[src/hdl/fpu_trap_defs.svh]
// Constants for the floating-point availability trap: bit positions, vectors, reset values
`ifndef FPU_TRAP_DEFS_SVH
`define FPU_TRAP_DEFS_SVH

// Machine control register layout
`define CTRL_EMULATION_BIT     2
`define CTRL_TASK_SWITCHED_BIT 3
`define CTRL_NATIVE_ERROR_BIT  5
`define CTRL_RESET      32'h0000_0000

// Exception vectors
`define VEC_UD          8'h06
`define VEC_DEV_NOT_AVAIL 8'h07
`define VEC_NUMERIC     8'h10
`define VEC_NONE        8'h00

// Pending floating-point exception flags
`define FLAG_W          6
`define FLAGS_CLEAR     6'h00

`endif

[src/hdl/fpu_trap_pkg.sv]
// Types shared by the floating-point availability trap modules
package fpu_trap_pkg;

  // Class of the instruction offered at issue, one-hot
  typedef enum logic [4:0] {
    CLASS_OTHER   = 5'h01,
    CLASS_FLOAT   = 5'h02,
    CLASS_NOWAIT  = 5'h04,
    CLASS_RESTORE = 5'h08,
    CLASS_PACKED  = 5'h10
  } instr_class_type;

  // What happens to the offered instruction, one-hot
  typedef enum logic [3:0] {
    OUT_EXEC      = 4'h1,
    OUT_NOT_AVAIL = 4'h2,
    OUT_UD        = 4'h4,
    OUT_NUMERIC   = 4'h8
  } outcome_type;

endpackage

[src/hdl/trap_if.sv]
// Interface between the trap core and its priority decision
`timescale 1ns/1ps
`default_nettype none

interface trap_if;
  fpu_trap_pkg::instr_class_type cls;
  logic                          task_switched_flag;
  logic                          emulation_flag;
  logic                          native_error_select;
  logic                          pend;
  fpu_trap_pkg::outcome_type     outcome;

  modport decide (input  cls, input  task_switched_flag, input  emulation_flag, input  native_error_select,
                  input  pend, output outcome);
  modport core   (output cls, output task_switched_flag, output emulation_flag, output native_error_select,
                  output pend, input  outcome);
endinterface

`default_nettype wire

[src/hdl/trap_priority.sv]
// Priority decision for an offered instruction: invalid opcode, availability fault, numeric error
`timescale 1ns/1ps
`default_nettype none

module trap_priority (
  trap_if.decide t
);

  logic fp_class;

  // Waiting and no-wait float forms all depend on unit availability
  assign fp_class = (t.cls == fpu_trap_pkg::CLASS_FLOAT) || (t.cls == fpu_trap_pkg::CLASS_NOWAIT) ||
                    (t.cls == fpu_trap_pkg::CLASS_RESTORE);

  // Availability fault beats numeric, so a pending error is taken in its own context
  always_comb begin
    t.outcome = fpu_trap_pkg::OUT_EXEC;
    if (t.cls == fpu_trap_pkg::CLASS_PACKED && t.emulation_flag) begin
      t.outcome = fpu_trap_pkg::OUT_UD;
    end else if ((fp_class && (t.task_switched_flag || t.emulation_flag)) ||
                 (t.cls == fpu_trap_pkg::CLASS_PACKED && t.task_switched_flag)) begin
      t.outcome = fpu_trap_pkg::OUT_NOT_AVAIL;
    end else if (t.native_error_select && t.pend && t.cls != fpu_trap_pkg::CLASS_NOWAIT && fp_class) begin
      t.outcome = fpu_trap_pkg::OUT_NUMERIC;
    end
  end

endmodule

`default_nettype wire

[src/hdl/fpu_availability_trap.sv]
// Floating-point availability trap: switch flag, emulation flag and pending numeric errors
// What this block does
// - Hardware task switch sets switch flag bit 3
// - Switch flag set: float instruction faults vector 7
// - Fault is restartable; instruction re-executes after return
// - Emulation flag bit 2 also forces vector 7
// - Emulation flag: packed-integer ops raise invalid opcode
// - Numeric error signalled before next float instruction
// - Native reporting off: interrupt around no-wait save
// - Restore reinstates pending flags, error signals again
// - Availability fault beats pending numeric exception
// - Clearing no-wait save drops errors and error output
`timescale 1ns/1ps
`default_nettype none
`include "fpu_trap_defs.svh"

module fpu_availability_trap (
  // Clock and reset
  input  wire logic                          clk,
  input  wire logic                          rst,
  // Machine control register access
  input  wire logic                          ctrl_wr,
  input  wire logic [31:0]                   ctrl_wdata,
  output logic      [31:0]                   ctrl_rdata,
  // Task switch events
  input  wire logic                          hw_task_switch,
  input  wire logic                          clear_switch_flag_instruction,
  // Instruction issue
  input  wire logic                          issue_valid,
  input  wire fpu_trap_pkg::instr_class_type issue_class,
  input  wire logic [`FLAG_W-1:0]            restore_flags,
  // Numeric results from execution
  input  wire logic                          exec_exc_valid,
  input  wire logic [`FLAG_W-1:0]            exec_exc_flags,
  // Outcome
  output logic                               issue_accept,
  output logic                               fault_valid,
  output logic      [7:0]                    fault_vector,
  output logic                               float_error_output,
  output logic      [`FLAG_W-1:0]            pending_flags
);

  logic [31:0]          ctrl_reg;
  logic [31:0]          ctrl_next;
  logic [`FLAG_W-1:0]   pend_reg;
  logic [`FLAG_W-1:0]   pend_next;
  logic                 accept_reg;
  logic                 fault_reg;
  logic [7:0]           vector_reg;
  logic                 err_reg;
  logic                 run_now;
  logic                 fp_issue;

  trap_if tif ();

  // Hand the live flags to the priority decision
  assign tif.cls  = issue_class;
  assign tif.task_switched_flag  = ctrl_reg[`CTRL_TASK_SWITCHED_BIT];
  assign tif.emulation_flag      = ctrl_reg[`CTRL_EMULATION_BIT];
  assign tif.native_error_select = ctrl_reg[`CTRL_NATIVE_ERROR_BIT];
  assign tif.pend = |pend_reg;

  trap_priority u_priority (
    .t (tif.decide)
  );

  assign run_now  = issue_valid && (tif.outcome == fpu_trap_pkg::OUT_EXEC);
  assign fp_issue = (issue_class == fpu_trap_pkg::CLASS_FLOAT) || (issue_class == fpu_trap_pkg::CLASS_NOWAIT) ||
                    (issue_class == fpu_trap_pkg::CLASS_RESTORE);

  // Control register: write, then clear, then hardware set; the set wins a same-cycle clear
  always_comb begin
    ctrl_next = ctrl_reg;
    if (ctrl_wr) begin
      ctrl_next = ctrl_wdata;
    end
    if (clear_switch_flag_instruction) begin
      ctrl_next[`CTRL_TASK_SWITCHED_BIT] = 1'b0;
    end
    if (hw_task_switch) begin
      ctrl_next[`CTRL_TASK_SWITCHED_BIT] = 1'b1;
    end
  end

  always_ff @(posedge clk) begin
    if (rst) begin
      ctrl_reg <= `CTRL_RESET;
    end else begin
      ctrl_reg <= ctrl_next;
    end
  end

  // Pending flags: faulted instructions leave them untouched, so a retry sees the same state
  always_comb begin
    pend_next = pend_reg;
    if (run_now && issue_class == fpu_trap_pkg::CLASS_NOWAIT) begin
      pend_next = `FLAGS_CLEAR;
    end
    if (run_now && issue_class == fpu_trap_pkg::CLASS_RESTORE) begin
      pend_next = restore_flags;
    end
    if (exec_exc_valid) begin
      pend_next = pend_next | exec_exc_flags;                            // New errors win over a clear
    end
  end

  always_ff @(posedge clk) begin
    if (rst) begin
      pend_reg <= `FLAGS_CLEAR;
    end else begin
      pend_reg <= pend_next;
    end
  end

  // Error output follows pending flags; with native reporting off, the outside
  // interrupt path adds its own delay, which may land after a no-wait save
  always_ff @(posedge clk) begin
    if (rst) begin
      err_reg <= 1'b0;
    end else begin
      err_reg <= |pend_next;
    end
  end

  // Outcome pulses: a fault never accepts, so the core re-issues on return
  always_ff @(posedge clk) begin
    if (rst) begin
      accept_reg <= 1'b0;
      fault_reg  <= 1'b0;
      vector_reg <= `VEC_NONE;
    end else begin
      accept_reg <= run_now;
      fault_reg  <= issue_valid && !run_now;
      case (tif.outcome)
        fpu_trap_pkg::OUT_NOT_AVAIL: vector_reg <= issue_valid ? `VEC_DEV_NOT_AVAIL : `VEC_NONE;
        fpu_trap_pkg::OUT_UD:        vector_reg <= issue_valid ? `VEC_UD : `VEC_NONE;
        fpu_trap_pkg::OUT_NUMERIC:   vector_reg <= issue_valid ? `VEC_NUMERIC : `VEC_NONE;
        default:                     vector_reg <= `VEC_NONE;
      endcase
    end
  end

  assign ctrl_rdata         = ctrl_reg;
  assign pending_flags      = pend_reg;
  assign float_error_output = err_reg;
  assign issue_accept       = accept_reg;
  assign fault_valid        = fault_reg;
  assign fault_vector       = vector_reg;

  // Checks on flag handling and fault choice
  switch_set_a: assert property (@(posedge clk) disable iff (rst)
    hw_task_switch |=> ctrl_reg[`CTRL_TASK_SWITCHED_BIT])
    else $error("task switch did not set switch flag");

  not_avail_fault_a: assert property (@(posedge clk) disable iff (rst)
    issue_valid && fp_issue && ctrl_reg[`CTRL_TASK_SWITCHED_BIT]
    |=> fault_valid && fault_vector == `VEC_DEV_NOT_AVAIL)
    else $error("switch flag set but no vector 7 fault");

  fault_keeps_state_a: assert property (@(posedge clk) disable iff (rst)
    issue_valid && fp_issue && ctrl_reg[`CTRL_TASK_SWITCHED_BIT] && !exec_exc_valid
    |=> pend_reg == $past(pend_reg))
    else $error("faulting instruction changed pending flags");

  fault_restart_a: assert property (@(posedge clk) disable iff (rst)
    fault_valid |-> !issue_accept && fault_vector != `VEC_NONE)
    else $error("faulted instruction accepted or given no vector");

  emul_fault_a: assert property (@(posedge clk) disable iff (rst)
    issue_valid && fp_issue && ctrl_reg[`CTRL_EMULATION_BIT] |=> fault_vector == `VEC_DEV_NOT_AVAIL)
    else $error("emulation flag did not force vector 7");

  emul_packed_a: assert property (@(posedge clk) disable iff (rst)
    issue_valid && issue_class == fpu_trap_pkg::CLASS_PACKED && ctrl_reg[`CTRL_EMULATION_BIT]
    |=> fault_valid && fault_vector == `VEC_UD)
    else $error("packed op under emulation not invalid opcode");

  numeric_next_a: assert property (@(posedge clk) disable iff (rst)
    issue_valid && issue_class == fpu_trap_pkg::CLASS_FLOAT && !ctrl_reg[`CTRL_TASK_SWITCHED_BIT] &&
    !ctrl_reg[`CTRL_EMULATION_BIT] && ctrl_reg[`CTRL_NATIVE_ERROR_BIT] && (|pend_reg)
    |=> fault_vector == `VEC_NUMERIC)
    else $error("pending error not signalled on next float op");

  nowait_clear_a: assert property (@(posedge clk) disable iff (rst)
    run_now && issue_class == fpu_trap_pkg::CLASS_NOWAIT && !exec_exc_valid
    |=> pend_reg == `FLAGS_CLEAR && !float_error_output)
    else $error("no-wait save left errors pending");

  restore_reload_a: assert property (@(posedge clk) disable iff (rst)
    run_now && issue_class == fpu_trap_pkg::CLASS_RESTORE && !exec_exc_valid
    |=> pend_reg == $past(restore_flags) ##0 float_error_output == (|$past(restore_flags)))
    else $error("restore did not reinstate flags");

  not_avail_first_a: assert property (@(posedge clk) disable iff (rst)
    issue_valid && issue_class == fpu_trap_pkg::CLASS_FLOAT && ctrl_reg[`CTRL_TASK_SWITCHED_BIT] &&
    ctrl_reg[`CTRL_NATIVE_ERROR_BIT] && (|pend_reg) |=> fault_vector == `VEC_DEV_NOT_AVAIL)
    else $error("numeric fault beat availability fault");

endmodule

`default_nettype wire

[config.mk]
export PLATFORM = sky130hd
export DESIGN_NAME = fpu_availability_trap
export DESIGN_NICKNAME = d
export VERILOG_FILES = /design/src/hdl/fpu_trap_pkg.sv /design/src/hdl/trap_if.sv /design/src/hdl/trap_priority.sv /design/src/hdl/fpu_availability_trap.sv
export VERILOG_INCLUDE_DIRS = /design/src /design/src/hdl
export SDC_FILE = /design/constraint.sdc
export NUM_CORES = 1
export LEC_CHECK = 0
export BUFFER_PORTS_ARGS = -buffer_cell sky130_fd_sc_hd__buf_4
export CAP_MARGIN = 20
export CORE_UTILIZATION = 43
export DETAILED_ROUTE_END_ITERATION = 16
export GPL_TIMING_DRIVEN = 0
export PLACE_DENSITY = 0.79
export SLEW_MARGIN = 20
export SYNTH_ARGS = -nofsm -noshare
export SYNTH_HDL_FRONTEND = slang
export SYNTH_SLANG_ARGS = --single-unit
[constraint.sdc]
create_clock -name clk -period 2 [get_ports clk]
set_clock_uncertainty 0.1 [all_clocks]
set_input_delay 0.2 -clock clk [delete_from_list [all_inputs] [get_ports clk]]
set_output_delay 0.2 -clock clk [all_outputs]
set_load 0.005 [all_outputs]
==> results.sh <==
export IMPL_status="finished, final reports clean"
export IMPL_fmax_mhz=546
export IMPL_p_int_mw=1.41
export IMPL_clock_latency_ns=0.28
export IMPL_die_area_um2=4470
export IMPL_crit_buf_inv=0
export IMPL_critical_path_class="flop to flop"
export IMPL_hp_class="input pin to flop"
export IMPL_core_area_um2=4030
export IMPL_highest_layer="met4"
export IMPL_ant_nets=0
export IMPL_finalSetupTns_ns=0
export IMPL_endpoint="pending_flags[5]"
export IMPL_slew_headroom=0.638
export IMPL_gp_congestion=0.885
export IMPL_dieHeight_um=66.8
export IMPL_yosysSeqAreaShare=0.487
export IMPL_powerDensity_nw_per_um2=685
export IMPL_pwr_share_comb=0.181
export IMPL_r2r_cells=5
export IMPL_overflow=0
export IMPL_drive_gt1_frac=0.429
export IMPL_wl_per_cell_um=12.5
export IMPL_critPathArrivalTime_ns=1.88
export IMPL_num_rows=23
export IMPL_worstReg2RegEnd="pending_flags[5]"
export IMPL_grt_use_total=0.187
export IMPL_cts_sinks=44
export IMPL_synth_top_area_frac=0.487
export IMPL_peakVddDrop_mv=0.498
export IMPL_pwr_share_seq=0.518
export IMPL_post_synth_cell_area_avg_um2=10.1
export IMPL_max_stage_delay_ns=0.49
export IMPL_antenna_found_initial=0
export IMPL_synth_area_um2=1810
export IMPL_cts_buffer_depth=2
export IMPL_drt_initial_drc_count=64
export IMPL_ys_types=30
export IMPL_dp_hpwl_mm=3.33
export IMPL_worstHoldPathCells=3
export IMPL_wl_met1_mm=1.71
export IMPL_final_max_slew_viol_count=0
export IMPL_avgViaCountPerCell=4.91
export IMPL_startpoint="ctrl_rdata[5]"
export IMPL_crit_path_end_kind="flop"
export IMPL_start_util=0.449
export IMPL_yosys_top_cells_area="dfxtp_1, mux2i_1, nor2_1"
export IMPL_r2r_slack_ns=0.17
export IMPL_route_met2_wl_mm=2.15
export IMPL_path_clk_slew_ns=0.08
export IMPL_met3_length_um=324
export IMPL_p_switching_mw=0.443
export IMPL_pin_count=105
export IMPL_synth_seq_cells=44
export IMPL_power_leakage_nw=1.31
export IMPL_crit_chain="or4b_4, a211oi_4, nor2_2, a22oi_1, o2bb2ai_1"
export IMPL_die_x_um=66.8
export IMPL_required_ns=2.05
export IMPL_setup_viol=0
export IMPL_hold_buffers=0
export IMPL_grt_max_degree=14
export IMPL_critPathTopFamily="simple AND/OR/NAND/NOR gates"
export IMPL_nets=342
export IMPL_ctsResizeCount=0
export IMPL_r2r_start="ctrl_rdata[5]"
export IMPL_slowest_stage="or4b_4"
export IMPL_cts_inserted_buffers=5
export IMPL_total_power_mw=1.85
export IMPL_hold_ws_ns=0.0196
export IMPL_min_period_ns=1.83
export IMPL_port_buffers=97
export IMPL_diodes=0
export IMPL_rsz0062_at_grt="no"
export IMPL_grt_pass1_wl_mm=6.28
export IMPL_swShare=0.239
export IMPL_fin_crit_sh=0.916
export IMPL_grt_pass1_vias=1472
export IMPL_drt_pass1_iter_count=4
export IMPL_drc_errors=0
export IMPL_critPathMaxFanout=7
export IMPL_cp_depth=5
export IMPL_holdCritStartpoint="hw_task_switch"
export IMPL_worst_slew_pin_slew_ns=0.540
export IMPL_hold_viol_final=0
export IMPL_ys_warn_count=0
export IMPL_vias=1655
export IMPL_synth_area_leader_cell="dfxtp_1"
export IMPL_htreeDepth=2
export IMPL_area_delta_synth_final_pct=49.5
export IMPL_netlist_instances=179
export IMPL_postCtsSetupRepairBufs=0
export IMPL_clock_root_buffer="clkbuf_8"
export IMPL_drt_total_wl_mm=4.22
export IMPL_p_clk_frac=0.301
export IMPL_startpoint_type="flop"
export IMPL_cts_tree="built"
export IMPL_drv_cap=0
per-layer routing:
metal,global-route usage,vias to the layer above
met1,0.204,764
met3,0.0599,2
li1,-,827
met4,0.0665,0
met5,0,-
met2,0.333,62
cell usage after synthesis, drive strengths merged:
master / count
a21boi: 1
nand4b: 1
clkbuf: 5
nor3: 3
or4: 2
nor2: 42
conb: 1
buf: 13
o2bb2ai: 5
nor4: 2
or4b: 1
a31oi: 1
o31a: 1
nor4b: 4
mux2i: 32
dfxtp: 44
a21oi: 1
a211oi: 2
xor2: 2
xnor2: 1
inv: 1
o31ai: 4
nand2: 4
a22oi: 6
flip-flops by register name, summed over array words and instances, names as in the netlist:
| register | count |
|---|---|
| pending_flags | 6 |
| ctrl_rdata | 32 |
| float_error_output | 1 |
| fault_valid | 1 |
| fault_vector | 3 |
| issue_accept | 1 |
power by group through the flow:
stage               clock (mW)  sequential, mW  combinational (mW)
finish                   0.557           0.960               0.335
global route             0.611           0.966               0.368
detailed placement           0           0.979               0.338
CTS                      0.579           0.960               0.339
floorplan                    0           0.981               0.144
global placement             0           0.978               0.332
cells by family (layout without fill, tap and decap cells):
kind of cell	Yosys count	in the layout	share of synthesized area
AND/OR/NAND/NOR	59	59	0.159
flip-flops	44	44	0.487
multiplexers	32	32	0.177
AO/OA/AOI/OAI	21	21	0.0969
buffers and inverters	19	124	0.0630
XOR/XNOR	3	3	0.0145
other	1	4	0.00207
cell usage in the layout (no fill, tap or decap), types with 2 or more instances in the layout:
cell type and instances:
a22oi_1 6, buf_2 4, buf_4 105, clkbuf_1 6
clkbuf_8 6, conb_1 4, dfxtp_1 44, mux2i_1 32
nand2_1 4, nor2_1 41, nor3_1 3, nor4b_1 3
o2bb2ai_1 5, o31ai_1 4, or4_1 2, xor2_1 2
cell type report:
type | count | area, um2
fillers | 384 | 1330
flip-flops and latches | 44 | 881
multi-input cells | 119 | 825
repair buffers | 97 | 728
plain buffers | 18 | 110
clock buffers | 7 | 86.3
well taps | 50 | 62.6
clock inverters | 1 | 7.51
inverters | 1 | 3.75
how the worst min path moves through the flow:
stage,end,slack (ns)
finish,ctrl_rdata[3],0.02
global route,ctrl_rdata[3],0.02
CTS,ctrl_rdata[3],0.02
detailed placement,ctrl_rdata[3],0.32
global placement,ctrl_rdata[3],0.32
floorplan,fault_vector[2],0.19
stage by stage:
stage	std cells	util	setup slack [ns]	cell area [um2]
2_1_floorplan	182	-	0.326	1820
3_3_place_gp	329	0.648	0.139	2610
3_5_place_dp	329	0.648	0.103	2610
4_1_cts	337	0.671	0.112	2700
5_1_grt	337	0.671	0.0490	2700
6_report	337	0.671	0.167	2700
worst register-to-register path: cells and delay by family, from the launching register on:
| kind | cells | cell delay (ns) |
|---|---|---|
| flip-flops | 1 | 0.36 |
| AO/OA/AOI/OAI | 3 | 0.61 |
| AND/OR/NAND/NOR | 2 | 0.64 |
No activity file was read; power rests on OpenSTA's default activity.
